[src/design/dss_pkg.sv]
// package: timing constants and reset values for the supply supervisor
package dss_pkg;

    // clock period
    localparam int unsigned CLK_PERIOD_PS   = 4000;
    // watchdog pulse length
    localparam int unsigned WD_PULSE_MS     = 150;
    localparam int unsigned WD_PULSE_CYCLES =
        32'((64'(WD_PULSE_MS) * 64'h3B9ACA00) / 64'(CLK_PERIOD_PS));
    // default reset hold and debounce windows, in clock cycles
    localparam int unsigned HOLD_CYCLES_DEF = 50000000;
    localparam int unsigned DEB_CYCLES_DEF  = 2500000;
    // counter width
    localparam int unsigned CNT_W           = 32;
    // supply selection encodings
    localparam logic        SEL_PRIMARY     = 1'b0;
    localparam logic        SEL_BATTERY     = 1'b1;
    // output levels after reset
    localparam logic        RST_OUT_RESET   = 1'b0;
    localparam logic        WDO_RESET       = 1'b1;
    localparam logic        MR_DEB_RESET    = 1'b1;

    typedef enum logic [1:0] {
        DSS_HOLD    = 2'b00,
        DSS_RUN     = 2'b01,
        DSS_ASSERT  = 2'b10
    } dss_rst_e;

endpackage : dss_pkg

[src/design/dss_debounce.sv]
// module: input debouncer with a stable-time window
module dss_debounce #(
    parameter int unsigned WINDOW = dss_pkg::DEB_CYCLES_DEF
) (
    input  wire logic clk,
    input  wire logic rst,
    input  wire logic din,
    output logic      dout
);

    logic [dss_pkg::CNT_W-1:0] cnt_reg;
    logic [dss_pkg::CNT_W-1:0] cnt_next;
    logic                      out_reg;
    logic                      out_next;

    always_comb begin
        cnt_next = '0;
        out_next = out_reg;
        if (din != out_reg) begin
            if (cnt_reg >= dss_pkg::CNT_W'(WINDOW - 1)) begin
                out_next = din;
            end else begin
                cnt_next = cnt_reg + 1'b1;
            end
        end
    end

    always_ff @(posedge clk) begin
        if (rst) begin
            cnt_reg <= '0;
            out_reg <= dss_pkg::MR_DEB_RESET;
        end else begin
            cnt_reg <= cnt_next;
            out_reg <= out_next;
        end
    end

    assign dout = out_reg;

endmodule : dss_debounce

[src/design/dss_supervisor.sv]
// module: dual supply supervisor outputs
// How it works
// - fail output low while second supply low
// - fail output follows comparator, no delay
// - reset asserted while primary below sense level
// - hold reset after recovery, restart on drop
// - power-up reset held for hold time
// - bus traffic ignored while reset asserted
// - debounced manual reset asserts reset
// - hold reset after manual reset release
// - watchdog output low for 150ms per timeout
// - supply select with hysteresis around battery
// - bus data sampled on MCLK
// - state kept while running from battery
// - backup-active high when battery selected
// - primary-low output follows comparator immediately
module dss_supervisor #(
    parameter int unsigned HOLD_CYCLES = dss_pkg::HOLD_CYCLES_DEF,
    parameter int unsigned DEB_CYCLES  = dss_pkg::DEB_CYCLES_DEF,
    parameter int unsigned WD_CYCLES   = dss_pkg::WD_PULSE_CYCLES
) (
    input  wire logic MCLK,
    input  wire logic RST,
    input  wire logic PRIMARY_ABOVE_TRIP,
    input  wire logic SECOND_ABOVE_TRIP,
    input  wire logic PRIMARY_ABOVE_BATT_HI,
    input  wire logic PRIMARY_BELOW_BATT_LO,
    input  wire logic MANUAL_RESET_IN_N,
    input  wire logic WATCHDOG_TIMEOUT,
    input  wire logic SCL_IN,
    input  wire logic SDA_IN,
    output logic      RESET_OUT_N,
    output logic      RESET_OE_N,
    output logic      SECOND_SUPPLY_FAIL_OUT_N,
    output logic      PRIMARY_LOW_OUT_N,
    output logic      WATCHDOG_OUT_N,
    output logic      BACKUP_ACTIVE_OUT,
    output logic      BUS_ENABLE,
    output logic      BUS_SCL,
    output logic      BUS_SDA
);

    ////////////////////////////////////////////////////////////////////////
    // span counter helpers

    // last cycle of a span of n cycles reached
    function automatic logic span_done(
        input logic [dss_pkg::CNT_W-1:0] cnt,
        input int unsigned               n
    );
        return cnt >= dss_pkg::CNT_W'(n - 1);
    endfunction : span_done

    function automatic logic [dss_pkg::CNT_W-1:0] span_step(
        input logic [dss_pkg::CNT_W-1:0] cnt
    );
        return cnt + 1'b1;
    endfunction : span_step

    ////////////////////////////////////////////////////////////////////////
    // manual reset debounce

    logic                      mr_deb_n;

    dss_debounce #(
        .WINDOW (DEB_CYCLES)
    ) u_mr_deb (
        .clk    (MCLK),
        .rst    (RST),
        .din    (MANUAL_RESET_IN_N),
        .dout   (mr_deb_n)
    );

    ////////////////////////////////////////////////////////////////////////
    // reset sequencer

    dss_pkg::dss_rst_e         rst_st_reg;
    dss_pkg::dss_rst_e         rst_st_next;
    logic [dss_pkg::CNT_W-1:0] hold_cnt_reg;
    logic [dss_pkg::CNT_W-1:0] hold_cnt_next;
    logic                      rst_out_reg;
    logic                      rst_out_next;
    logic                      reset_cause;

    assign reset_cause = !PRIMARY_ABOVE_TRIP || !mr_deb_n;

    always_comb begin
        rst_st_next   = rst_st_reg;
        hold_cnt_next = hold_cnt_reg;
        rst_out_next  = rst_out_reg;
        unique case (rst_st_reg)
            dss_pkg::DSS_ASSERT: begin
                rst_out_next  = 1'b0;
                hold_cnt_next = '0;
                if (!reset_cause) begin
                    rst_st_next = dss_pkg::DSS_HOLD;
                end
            end
            dss_pkg::DSS_HOLD: begin
                rst_out_next = 1'b0;
                if (reset_cause) begin
                    rst_st_next   = dss_pkg::DSS_ASSERT;
                    hold_cnt_next = '0;
                end else if (span_done(hold_cnt_reg, HOLD_CYCLES)) begin
                    rst_st_next  = dss_pkg::DSS_RUN;
                    rst_out_next = 1'b1;
                end else begin
                    hold_cnt_next = span_step(hold_cnt_reg);
                end
            end
            dss_pkg::DSS_RUN: begin
                rst_out_next = 1'b1;
                if (reset_cause) begin
                    rst_st_next  = dss_pkg::DSS_ASSERT;
                    rst_out_next = 1'b0;
                end
            end
            default: begin
                rst_st_next   = dss_pkg::DSS_ASSERT;
                rst_out_next  = 1'b0;
                hold_cnt_next = '0;
            end
        endcase
    end

    // state is never cleared by supply selection, only by RST
    always_ff @(posedge MCLK) begin
        if (RST) begin
            rst_st_reg   <= dss_pkg::DSS_HOLD;
            hold_cnt_reg <= '0;
            rst_out_reg  <= dss_pkg::RST_OUT_RESET;
        end else begin
            rst_st_reg   <= rst_st_next;
            hold_cnt_reg <= hold_cnt_next;
            rst_out_reg  <= rst_out_next;
        end
    end

    assign RESET_OUT_N = 1'b0;
    assign RESET_OE_N  = rst_out_reg;              // open drain: low drives

    ////////////////////////////////////////////////////////////////////////
    // watchdog pulse

    logic [dss_pkg::CNT_W-1:0] wd_cnt_reg;
    logic [dss_pkg::CNT_W-1:0] wd_cnt_next;
    logic                      wdo_reg;
    logic                      wdo_next;

    always_comb begin
        wd_cnt_next = wd_cnt_reg;
        wdo_next    = wdo_reg;
        if (!wdo_reg) begin
            if (span_done(wd_cnt_reg, WD_CYCLES)) begin
                wdo_next    = 1'b1;
                wd_cnt_next = '0;
            end else begin
                wd_cnt_next = span_step(wd_cnt_reg);
            end
        end else if (WATCHDOG_TIMEOUT) begin
            wdo_next    = 1'b0;
            wd_cnt_next = '0;
        end
    end

    always_ff @(posedge MCLK) begin
        if (RST) begin
            wd_cnt_reg <= '0;
            wdo_reg    <= dss_pkg::WDO_RESET;
        end else begin
            wd_cnt_reg <= wd_cnt_next;
            wdo_reg    <= wdo_next;
        end
    end

    assign WATCHDOG_OUT_N = wdo_reg;

    ////////////////////////////////////////////////////////////////////////
    // supply selection

    logic                      sel_reg;
    logic                      sel_next;

    always_comb begin
        sel_next = sel_reg;
        if (PRIMARY_ABOVE_TRIP) begin
            sel_next = dss_pkg::SEL_PRIMARY;
        end else if (PRIMARY_ABOVE_BATT_HI) begin
            sel_next = dss_pkg::SEL_PRIMARY;
        end else if (PRIMARY_BELOW_BATT_LO) begin
            sel_next = dss_pkg::SEL_BATTERY;
        end
    end

    always_ff @(posedge MCLK) begin
        if (RST) begin
            sel_reg <= dss_pkg::SEL_PRIMARY;
        end else begin
            sel_reg <= sel_next;
        end
    end

    assign BACKUP_ACTIVE_OUT = (sel_reg == dss_pkg::SEL_BATTERY);

    ////////////////////////////////////////////////////////////////////////
    // direct comparator outputs

    assign SECOND_SUPPLY_FAIL_OUT_N = SECOND_ABOVE_TRIP;
    assign PRIMARY_LOW_OUT_N        = PRIMARY_ABOVE_TRIP;

    ////////////////////////////////////////////////////////////////////////
    // bus gating

    logic                      bus_en_reg;
    logic                      bus_en_next;
    logic                      bus_scl_reg;
    logic                      bus_scl_next;
    logic                      bus_sda_reg;
    logic                      bus_sda_next;

    // idle bus levels force the engine to abort and ignore traffic
    always_comb begin
        bus_en_next  = rst_out_next;
        bus_scl_next = 1'b1;
        bus_sda_next = 1'b1;
        if (rst_out_next) begin
            bus_scl_next = SCL_IN;
            bus_sda_next = SDA_IN;
        end
    end

    always_ff @(posedge MCLK) begin
        if (RST) begin
            bus_en_reg  <= 1'b0;
            bus_scl_reg <= 1'b1;
            bus_sda_reg <= 1'b1;
        end else begin
            bus_en_reg  <= bus_en_next;
            bus_scl_reg <= bus_scl_next;
            bus_sda_reg <= bus_sda_next;
        end
    end

    assign BUS_ENABLE = bus_en_reg;
    assign BUS_SCL    = bus_scl_reg;
    assign BUS_SDA    = bus_sda_reg;

endmodule : dss_supervisor

[config.mk]
export PLATFORM = sky130hd
export DESIGN_NAME = dss_supervisor
export DESIGN_NICKNAME = d
export VERILOG_FILES = /design/src/design/dss_pkg.sv /design/src/design/dss_debounce.sv /design/src/design/dss_supervisor.sv
export SDC_FILE = /design/constraint.sdc
export NUM_CORES = 1
export LEC_CHECK = 0
export ABC_CLOCK_PERIOD_IN_PS = 3300
export BUFFER_PORTS_ARGS = -buffer_cell sky130_fd_sc_hd__buf_2
export CORE_UTILIZATION = 45
export CTS_BUF_LIST = sky130_fd_sc_hd__clkbuf_16
export DETAILED_ROUTE_END_ITERATION = 10
export GPL_TIMING_DRIVEN = 0
export PLACE_DENSITY = 0.68
export SYNTH_ARGS = -nofsm -noshare
export SYNTH_HDL_FRONTEND = slang
export SYNTH_SLANG_ARGS = --single-unit
[constraint.sdc]
create_clock -name MCLK -period 3.3 [get_ports MCLK]
set_clock_uncertainty 0.2 [all_clocks]
set_input_delay 0.33 -clock MCLK [delete_from_list [all_inputs] [get_ports MCLK]]
set_output_delay 0.33 -clock MCLK [all_outputs]
set_load 0.01 [all_outputs]
After elaboration in Yosys (flattened, before gate mapping):

Cells that the tools add are included.
Widths: inputs -> output; s select.

* logic and storage cells: 55
* register bits after elaboration: 104
* output and inout bits: 9

* $lt $le $gt $ge: 3
* bitwise logic cells: 3
* muxes and demuxes: 18
* $add $sub $neg: 3
* reductions and logical operators: 10
* equality and inequality tests: 8

Operators with widths (number)
* $mux 32: 5
* $add 32x1->32 const B: 3
* $ge 32x26->1 const B: 2
* $pmux 32 s2: 1
* $ge 32x22->1 const B: 1
* $mux 2: 4
* $mux 1: 6
* $ne 2x2->1 const B: 3
* $ne 3x3->1 const B: 2
* $pmux 2 s3: 1
* $reduce_or 3->1: 2
* $reduce_and 2->1: 2
* $not 1->1: 3
* $reduce_and 3->1: 1
* $eq 2x1->1 const B: 1
* $eq 2x2->1 const B: 1
* $logic_not 1->1: 2
* $logic_not 2->1: 1
* $pmux 1 s2: 1
* $reduce_or 2->1: 1
* $logic_or 1x1->1: 1
* $ne 1x1->1: 1

Depth between registers and ports, before layout:

Gate-level depths: netlist (run 1).

* depth after elaboration: 6
* gate-level depth with buffers: 8
* mapped depth without buffers: 7

By module:

Synthesis (run 1) repeated with hierarchy kept, for this count alone.

* cell total of the unflattened synthesis: 547
* area, all modules: 4682.0 um^2

Modules (own cells, without submodules)
* dss_supervisor: cells each 415, area an instance 3405.8 um^2, times used 1
* dss_debounce: cells each 132, area an instance 1276.2 um^2, times used 1

Worst setup path after synthesis (run 1):

OpenSTA, ideal clock, no wires.

* kind: register to register
* start: register hold_cnt_reg[27] (netlist bit)
* end: register hold_cnt_reg[23] (netlist bit)
* cell stages (with the launch flop): 7
* path buffers: 1
* setup slack: 0.920 ns
* library setup time: 0.070 ns
* arrival time: 2.110 ns
* clock period less this slack: 2.380 ns
* path through: dfxtp_1 -> or4_4 -> nor3_2 -> a211oi_2 -> buf_6 -> or4_1 -> a21oi_1

* word-level cells in the longest chain between the ends: 3

Ends and longest elaborated chain
* from (decl): line dss_supervisor.sv:79 `logic [dss_pkg::CNT_W-1:0] hold_cnt_reg;`
* from (signal assigned): line dss_supervisor.sv:134 `hold_cnt_reg <= hold_cnt_next;`
* $ge 32x26->1: line dss_supervisor.sv:51 `return cnt >= dss_pkg::CNT_W'(n - 1);`
* $ne 3x3->1 (no line)
* $reduce_and 2->1 (no line)

Every way passes these cells.
A chain may end at the register's enable or synchronous reset.

Worst setup path after layout (run 1):

* start: register wd_cnt_reg[25] (netlist bit)
* end: register wd_cnt_reg[6] (netlist bit)

* word-level cells in the longest chain between the ends: 3

Ends and longest elaborated chain
* from (decl): line dss_supervisor.sv:145 `logic [dss_pkg::CNT_W-1:0] wd_cnt_reg;`
* from (signal assigned): line dss_supervisor.sv:171 `wd_cnt_reg <= wd_cnt_next;`
* $ge 32x26->1: line dss_supervisor.sv:51
* $mux 32: line dss_supervisor.sv:154 `if (span_done(wd_cnt_reg, WD_CYCLES)) begin`
* $mux 32: line dss_supervisor.sv:153 `if (!wdo_reg) begin`

Every way passes these cells.

==> results.yml, run 1 <==
cts:
  postCtsSetupBuffers: 0
  cts_tree: "yes"
  cts_buffers: 9
  cts_buffer_depth: 2
  clock_sinks: 104
  root_buffer: "clkbuf_16"
  insertion_delay_ns: 0.34
  path_clk_slew_ns: 0.07
  htreeDepth: 3
route:
  wirelength_mm: 9.83
  vias_per_cell: 5.61
  drtIter0Drc: 177
  vias: 3963
  routedWlPerCell_um: 13.9
  drc: 0
  drt_first_pass_iters: 5
  ant_nets: 0
global_routing:
  grt_first_pass_wirelength_mm: 16.6
  grt.total_usage_pct: 20.3
  grt_max_degree: 17
  grt_overflow_total: 0
  grt_antenna_before_repair: 1
  grt_pass1_vias: 3652
setup_path:
  crit_required_ns: 3.35
  worstPathMaxFanout: 10
  reg2reg_to: "wd_cnt_reg[6]$_SDFFE_PP0P_"
  cp-start-kind: "register"
  ff2ff_path_depth: 6
  crit_path_end_kind: "register"
  critPathKind: "reg -> reg"
  regToRegSetupSlack_ns: 0.39
  cp.arrival_ns: 2.96
  r2r_start: "wd_cnt_reg[25]$_SDFFE_PP0P_"
sta:
  fmax_mhz: 343
  relSlewSlack_pct: 31.0
  fin_crit_ns: 2.91
  hold_viol: 0
  setup_viol: 0
  grt_setup_unrepaired: "false"
  worst_slew_pin_slew_ns: 1.03
  finalMaxSlewViolations: 0
  tns_ns: 0
  hold_ws_ns: 0.0122
  period_share_pct: 88.2
place:
  gp_congestion: 0.841
  port_buffers: 16
  dp_hpwl_mm: 6.91
  placed_area_mm2: 0.00486
power:
  p_clk_share_pct: 43.1
  cellInternalPower_w: 0.00188
  power_switching_w: 0.000511
  p_per_area_mw_per_mm2: 462
  pwr-share-seq_pct: 53.4
  switching_share_pct: 21.4
  p_leak_nw: 1.79
  worst_ir_drop_vdd_mv: 0.329
  power_frac_comb_pct: 3.5
cells_and_area:
  fin_area_mm2: 0.00518
  syn_to_final_growth_pct: 13.2
  fillers: 929
  drive_gt1_share_pct: 7.68
  nets: 582
synth:
  synth_ff_type: "dfxtp_1"
  synth_top_area_share_pct: 45.5
  synth_cell_types: 53
  ys_warn_count: 0
  netlist_area_mm2: 0.00458
  async_flop_share_pct: 0
  synth-seq-area-share_pct: 45.5
  netlist_instances: 529
  synth-seq-cells: 104
  synth_edf_count: 0
  synth_top_cell_by_area: "dfxtp_1"
  syn_avg_cell_area_um2: 8.65
  synth.area.top_cells: "dfxtp_1 45%, xor2_1 4.8%, nor2_1 4.2%"
run:
  maxCapViolations: 0
status:
  status: "complete, no violations"
floorplanning:
  rows: 36
  die_w_um: 103
  core_region_area_mm2: 0.00982
  fp.dieH_um: 103
  initial_core_util_pct: 46.6
  io_pins: 19
  die_area_mm2: 0.0106
worst_hold_path:
  whs_path_depth: 2
  holdPathEnd: "BACKUP_ACTIVE_OUT$_SDFFE_PP0P_"
  holdCritStartpoint: "PRIMARY_ABOVE_TRIP"
  holdCritPathClass: "in -> reg"
critical path: stages (launching register included):
cell and delay [ns]:
dfxtp_1 0.34, a2111oi_0 0.58, nand2_1 0.17, nor3_1 0.52, nand2_1 0.35, clkbuf_1 0.35
o31ai_1 0.30
area by class of cell:
class	count	area, um2	share of cell area [%]
Clock buffer	9	225	4.35
Multi-Input combinational cell	404	2390	46.2
Inverter	9	33.8	0.652
Timing Repair Buffer	19	110	2.13
Sequential cell	104	2080	40.2
Tap cell	133	166	3.21
Buffer	22	108	2.08
Clock inverter	6	61.3	1.18
Antenna cell	1	2.50	0.0483
cell families after synthesis:
group | Yosys count | synth area share (%)
buffers and inverters | 31 | 3.09
DFF | 104 | 45.5
xor gates and xnor gates | 38 | 7.27
and+or+nand+nor | 261 | 30.2
adders and majority gates | 3 | 0.820
AOI/OAI and AO/OA | 91 | 13.1
other | 1 | 0.0819
synthesized netlist by cell type, types with 14 or more instances:
cell	n
nor2_1	51
or3_1	15
xor2_1	25
nand2_1	49
o21ai_0	18
nand4_1	16
nand3_1	33
a21oi_1	27
and2_1	20
nor3_1	15
dfxtp_1	104
clkbuf_1	14
per-layer routing:
layer | vias to the layer above | track usage (%) | share of wire, %
met1 | 1876 | 26.9 | 49
li1 | 1972 | - | -
met3 | 8 | 5.29 | 4.8
met4 | 0 | 6.83 | 0.96
met2 | 107 | 32.1 | 45
met5 | - | 0 | 0
placed cells by master (no fill, tap or decap), types with 4 or more instances in the layout:
master	Yosys	final
dfxtp_1	104	104
nor2_1	51	51
nand2_1	49	49
nand3_1	33	33
a21oi_1	27	27
xor2_1	25	25
and2_1	20	20
o21ai_0	18	18
buf_2	2	18
nand4_1	16	16
nor3_1	15	15
or3_1	15	15
clkbuf_1	14	14
nor4_1	13	13
xnor2_1	13	13
a31oi_1	13	13
conb_1	1	11
and3_1	10	10
inv_1	9	9
and4_1	9	9
clkbuf_16	0	9
or4_1	7	7
o31ai_1	7	7
nand2b_1	7	7
nor2b_1	4	4
buf_4	4	4
metrics by stage:
stage          instances  power, W  utilization, %  worst slack [ns]
6_report             707   0.00239            52.8             0.389
5_1_grt              707   0.00248            52.8            0.0908
4_1_cts              706   0.00241            52.7             0.408
3_5_place_dp         688   0.00138            49.5             0.456
3_3_place_gp         688   0.00138            49.5             0.498
2_1_floorplan        539   0.00136               -             0.920
how the worst max path moves through the flow:
stage	startpoint	to	slack, ns	depth (start not counted)
3_3_place_gp	wd_cnt_reg[17]$_SDFFE_PP0P_	wd_cnt_reg[11]$_SDFFE_PP0P_	0.50	7
6_report	wd_cnt_reg[25]$_SDFFE_PP0P_	wd_cnt_reg[6]$_SDFFE_PP0P_	0.39	6
5_1_grt	wd_cnt_reg[25]$_SDFFE_PP0P_	wd_cnt_reg[13]$_SDFFE_PP0P_	0.09	6
3_5_place_dp	wd_cnt_reg[25]$_SDFFE_PP0P_	wd_cnt_reg[6]$_SDFFE_PP0P_	0.46	6
2_1_floorplan	hold_cnt_reg[27]$_SDFFE_PP0P_	hold_cnt_reg[23]$_SDFFE_PP0P_	0.92	6
4_1_cts	wd_cnt_reg[25]$_SDFFE_PP0P_	wd_cnt_reg[6]$_SDFFE_PP0P_	0.41	6
timing repair:
| action | CTS | global route |
|---|---|---|
| hold buffers | 3 | 0 |
| endpoints found under the hold margin | 3 | 0 |
| gates resized for setup | 0 | 0 |
power by group through the flow:
stage	registers, W	clock network (W)	logic [W]
CTS	0.00128	0.00106	0.0000814
detailed placement	0.00131	0	0.0000775
floorplan	0.00131	0	0.0000513
global placement	0.00131	0	0.0000762
global route	0.00128	0.00111	0.0000924
finish	0.00128	0.00103	0.0000828
Power figures use the tool's default switching activity.
==> run 2, diff against run 1 <==
- CTS_BUF_LIST: sky130_fd_sc_hd__clkbuf_16 -> unset
==> run 2 against run 1 <==
Worst setup slack better by 0.0057 ns. Register-to-register slack about the same. Critical endpoint unchanged. Largest cell class unchanged. Worst hold slack better by 0.043 ns. Clock power down 25%. Sequential share of layout area up 0.64 points. Total power down 11%. Routed wire length down 0.62%. Critical path type unchanged. First-iteration DRC count down 8.5%. Flip-flop and latch count unchanged. Die area unchanged.
==> results.yml, run 2 (synthesis gave the netlist of run 1 again) <==
power:
  total_power_w: 0.00214
  p_per_area_mw_per_mm2: 419
  p_leak_nw: 1.76
  worst_ir_drop_vdd_mv: 0.263
global_routing:
  gr-usage-met3_pct: 5.29
  grt_util_met2_pct: 31.9
  grt_overflow_total: 0
  grt_pass1_vias: 3624
  grt_use_met1_pct: 26.8
  grt_antenna_before_repair: 1
  grt_first_pass_wirelength_mm: 16.5
  busiest_layer: "met2"
  grt.total_usage_pct: 20.1
  grt_max_degree: 17
cts:
  insertion_delay_ns: 0.36
  postCtsSetupBuffers: 0
  cts_buffers: 9
  cts_buffer_depth: 2
  clock_sinks: 104
  path_clk_slew_ns: 0.10
  htreeDepth: 3
  cts_tree: "yes"
  root_buffer: "clkbuf_8"
run:
  maxCapViolations: 0
place:
  gp_congestion: 0.841
  pre_cts_ws_ns: 0.456
  dp_hpwl_mm: 6.91
  dp.cells: 688
  port_buffers: 16
sta:
  timing.final.ws_setup_ns: 0.394
  hold_viol: 0
  fmax_mhz: 344
  period_share_pct: 88.1
  grt_setup_unrepaired: "false"
  tns_ns: 0
  setup_viol: 0
  relSlewSlack_pct: 31.6
  fin_crit_ns: 2.91
  hold_ws_ns: 0.0549
  worst_slew_pin_slew_ns: 1.02
  finalMaxSlewViolations: 0
cells_and_area:
  final_cells: 708
  nets: 583
  final_common_cell: "dfxtp_1"
  drive_gt1_share_pct: 7.84
  mostFrequentLayoutCells: "104 x dfxtp_1, 51 x nor2_1, 49 x nand2_1"
  syn_to_final_growth_pct: 11.4
floorplanning:
  fp.dieH_um: 103
  die_w_um: 103
  core_region_area_mm2: 0.00982
  initial_core_util_pct: 46.6
  rows: 36
  die_area_mm2: 0.0106
  io_pins: 19
setup_path:
  cp.arrival_ns: 2.97
  critPathBufInv: 1
  r2r_start: "wd_cnt_reg[25]$_SDFFE_PP0P_"
  cpMostUsedCell: "nand2_1"
  ff2ff_path_depth: 6
  cp-start-kind: "register"
  path_cells: "a2111oi_0, nand2_1, nor3_1, nand2_1, clkbuf_1, o31ai_1"
  worstPathMaxFanout: 10
  crit_required_ns: 3.37
  crit_path_max_incr_delay_ns: 0.59
  crit_family: "simple AND/OR/NAND/NOR gates"
  reg2reg_to: "wd_cnt_reg[6]$_SDFFE_PP0P_"
  critPathKind: "reg -> reg"
  regToRegSetupSlack_ns: 0.39
  cpMaxStageDelayCell: "a2111oi_0"
  crit_path_end_kind: "register"
worst_hold_path:
  holdCritPathClass: "in -> reg"
  holdPathEnd: "WATCHDOG_OUT_N$_SDFF_PP1_"
  holdCritStartpoint: "WATCHDOG_TIMEOUT"
  whs_path_depth: 3
route:
  drc: 0
  wirelength_mm: 9.77
  drtIter0Drc: 162
  drt_first_pass_iters: 5
  routedWlPerCell_um: 13.8
  vias_per_cell: 5.54
  vias: 3920
  ant_nets: 0
status:
  status: "complete, no violations"
==> run 2: power by group <==
| group | internal, W | switching (W) | total, W | leakage, nW |
|---|---|---|---|---|
| combinational | 0.0000317 | 0.0000513 | 0.0000830 | 0.813 |
| clock | 0.000368 | 0.000410 | 0.000777 | 0.102 |
| sequential | 0.00127 | 0.00000983 | 0.00128 | 0.843 |
| total | 0.00167 | 0.000471 | 0.00214 | 1.76 |
==> run 2: worst max-delay path by stage <==
stage,start,end,slack [ns],depth (start not counted)
CTS,wd_cnt_reg[25]$_SDFFE_PP0P_,wd_cnt_reg[6]$_SDFFE_PP0P_,0.40,6
detailed placement,wd_cnt_reg[25]$_SDFFE_PP0P_,wd_cnt_reg[6]$_SDFFE_PP0P_,0.46,6
finish,wd_cnt_reg[25]$_SDFFE_PP0P_,wd_cnt_reg[6]$_SDFFE_PP0P_,0.39,6
global placement,wd_cnt_reg[17]$_SDFFE_PP0P_,wd_cnt_reg[11]$_SDFFE_PP0P_,0.50,7
floorplan,hold_cnt_reg[27]$_SDFFE_PP0P_,hold_cnt_reg[23]$_SDFFE_PP0P_,0.92,6
global route,wd_cnt_reg[25]$_SDFFE_PP0P_,wd_cnt_reg[13]$_SDFFE_PP0P_,0.09,6
==> run 2: timing repair <==
item | in CTS | in global routing
endpoints found under the hold margin | 3 | 0
hold buffers | 4 | 0
resized for setup | 0 | 0
==> run 2: worst register-to-register path: stages (launching register included) <==
cell and delay [ns]:
dfxtp_1 0.35, a2111oi_0 0.59, nand2_1 0.18, nor3_1 0.52, nand2_1 0.35, clkbuf_1 0.34, o31ai_1 0.30
==> run 2: per-stage QoR <==
step | instance area, um2 | utilization [%]
finish | 5100 | 51.9
global route | 5100 | 51.9
CTS | 5100 | 51.9
detailed placement | 4860 | 49.5
global placement | 4860 | 49.5
floorplan | 4620 | -
==> run 2: routing by layer <==
metal	wire [um]	vias up	part of all wire, %
li1	-	1974	-
met1	4810	1834	49
met2	4400	101	45
met3	445	11	4.6
met4	121	0	1.2
met5	0	-	0
==> run 2: area by class of cell <==
cell class                 instances  area, um2
tap                              133        166
clock buffer                      10        138
clock inverter                     5       57.6
buffer                            22        108
sequential                       104       2080
inverter                           9       33.8
fill                             929       4720
multi-input combinational        404       2390
timing repair buffer              20        120
antenna                            1       2.50
==> run 3, diff against run 2 <==
- BUFFER_PORTS_ARGS: -buffer_cell sky130_fd_sc_hd__buf_2 -> unset
- DONT_BUFFER_PORTS: unset -> 1
- PLACE_DENSITY: 0.68 -> 0.67
==> run 3 against run 2 <==
Final cell count decreased by 1.7%. Count of clock-buffer cells in the layout increased by 2. Combinational power decreased by 7.5%. Maximum frequency increased by 0.15%. Flip-flop and latch count unchanged. Via count decreased by 1.7%. Largest power group unchanged. Die area unchanged. Clock power increased by 5.5%. Largest cell class unchanged. Global-route usage increased by 0.41 points. Final area decreased by 0.59%.
==> results.yml, run 3 (synthesis gave the netlist of run 1 again) <==
cells_and_area:
  ff_latch_area_mm2: 0.00208
  nets: 571
  drive_gt1_share_pct: 5.15
  fillers: 966
  final_util_pct: 51.6
  diodes: 0
  syn_to_final_growth_pct: 10.7
  mostFrequentLayoutCells: "104 x dfxtp_1, 51 x nor2_1, 49 x nand2_1"
  fin_area_mm2: 0.00507
  multi_input_area_mm2: 0.00239
  final_common_cell: "dfxtp_1"
route:
  routedWlPerCell_um: 14.1
  vias_per_cell: 5.53
  drt_first_pass_iters: 4
  wirelength_mm: 9.81
  ant_nets: 0
  vias: 3852
  drtIter0Drc: 210
  drc: 0
sta:
  setup_viol: 0
  fin_crit_ns: 2.90
  finalMaxSlewViolations: 0
  relSlewSlack_pct: 28.1
  period_share_pct: 87.9
  hold_ws_ns: 0.0183
  grt_setup_unrepaired: "false"
  hold_viol: 0
  worst_slew_pin_slew_ns: 1.06
  fmax_mhz: 345
  tns_ns: 0
setup_path:
  worstPathMaxFanout: 10
  cp-start-kind: "register"
  regToRegSetupSlack_ns: 0.40
  cp.arrival_ns: 2.97
  reg2reg_to: "wd_cnt_reg[13]$_SDFFE_PP0P_"
  crit_required_ns: 3.37
  critPathKind: "reg -> reg"
  crit_path_end_kind: "register"
  r2r_start: "wd_cnt_reg[17]$_SDFFE_PP0P_"
  ff2ff_path_depth: 7
cts:
  insertion_delay_ns: 0.37
  path_clk_slew_ns: 0.10
  clock_sinks: 104
  cts_buffers: 9
  postCtsSetupBuffers: 0
  cts_tree: "yes"
  holdBufCountCts: 8
  postCtsResizedCells: 0
  htreeDepth: 3
  cts_buffer_depth: 2
  root_buffer: "clkbuf_8"
global_routing:
  grt.total_usage_pct: 20.5
  grt_util_met2_pct: 31.6
  gr-usage-met3_pct: 3.80
  busiest_layer: "met2"
  grt_overflow_total: 0
  grt_antenna_before_repair: 0
  grt_first_pass_wirelength_mm: 16.8
  grt_max_degree: 17
  grt_pass1_vias: 3492
  grt_use_met1_pct: 28.4
power:
  power_frac_comb_pct: 3.5
  worst_ir_drop_vdd_mv: 0.197
  p_clk_share_pct: 37.7
  switching_share_pct: 22.3
  p_leak_nw: 1.70
  p_per_area_mw_per_mm2: 429
  pwr-share-seq_pct: 58.8
  power_switching_w: 0.000485
  cellInternalPower_w: 0.00169
place:
  gp_congestion: 0.826
  dp_hpwl_mm: 6.83
  placed_area_mm2: 0.00478
  port_buffers: 0
floorplanning:
  fp.dieH_um: 103
  core_region_area_mm2: 0.00982
  initial_core_util_pct: 46.6
  rows: 36
  die_area_mm2: 0.0106
  die_w_um: 103
  io_pins: 19
status:
  status: "complete, no violations"
worst_hold_path:
  holdCritPathClass: "in -> reg"
  whs_path_depth: 2
  holdPathEnd: "BUS_ENABLE$_SDFF_PP0_"
  holdCritStartpoint: "RST"
run:
  maxCapViolations: 0
run 3: cell count changes in the layout (fill, tap and decap cells not counted), moves of 2 or more:
cell           change
clkinv_2           -2
dlygate4sd3_1      +4
clkinvlp_4         +3
clkinv_4           -2
buf_2             -16
run 3: routing by layer:
metal | wire (um) | vias up
met1 | 4810 | 1802
met3 | 445 | 13
li1 | - | 1959
met5 | 0 | -
met2 | 4400 | 78
met4 | 155 | 0
run 3: worst max-delay path by stage:
stage | to | cells past startpoint | start | slack, ns
finish | wd_cnt_reg[13]$_SDFFE_PP0P_ | 7 | wd_cnt_reg[17]$_SDFFE_PP0P_ | 0.40
global route | wd_cnt_reg[13]$_SDFFE_PP0P_ | 7 | wd_cnt_reg[17]$_SDFFE_PP0P_ | 0.22
CTS | wd_cnt_reg[13]$_SDFFE_PP0P_ | 7 | wd_cnt_reg[17]$_SDFFE_PP0P_ | 0.44
detailed placement | wd_cnt_reg[15]$_SDFFE_PP0P_ | 7 | wd_cnt_reg[17]$_SDFFE_PP0P_ | 0.48
global placement | wd_cnt_reg[13]$_SDFFE_PP0P_ | 7 | wd_cnt_reg[17]$_SDFFE_PP0P_ | 0.43
floorplan | hold_cnt_reg[23]$_SDFFE_PP0P_ | 6 | hold_cnt_reg[27]$_SDFFE_PP0P_ | 0.92
run 3: power groups by stage:
| stage | sequential, W | clock, W | combinational, W |
|---|---|---|---|
| 2_1_floorplan | 0.00131 | 0 | 0.0000513 |
| 3_3_place_gp | 0.00131 | 0 | 0.0000671 |
| 3_5_place_dp | 0.00131 | 0 | 0.0000684 |
| 4_1_cts | 0.00128 | 0.000853 | 0.0000766 |
| 5_1_grt | 0.00128 | 0.000904 | 0.0000868 |
| 6_report | 0.00128 | 0.000820 | 0.0000768 |
run 3: final cells by class:
cell class                 instances  share of cell area, %
clock inverter                     4                   1.04
timing repair buffer               8                   1.58
inverter                           9                  0.666
tap                              133                   3.28
sequential                       104                   41.1
multi-input combinational        404                   47.2
buffer                            22                   2.12
clock buffer                      12                   3.06
run 3: critical path, stage by stage, from the launching register on:
cell	delay, ns
dfxtp_1	0.30
buf_2	0.15
or4_1	0.50
o311a_1	0.16
nor3_1	0.48
nand2_1	0.38
clkbuf_1	0.34
o31ai_1	0.29
run 3: metrics by stage:
| step | total power, W | cells | worst slack [ns] |
|---|---|---|---|
| 2_1_floorplan | 0.00136 | 539 | 0.920 |
| 3_3_place_gp | 0.00137 | 672 | 0.433 |
| 3_5_place_dp | 0.00138 | 672 | 0.478 |
| 4_1_cts | 0.00221 | 696 | 0.442 |
| 5_1_grt | 0.00227 | 696 | 0.221 |
| 6_report | 0.00217 | 696 | 0.399 |
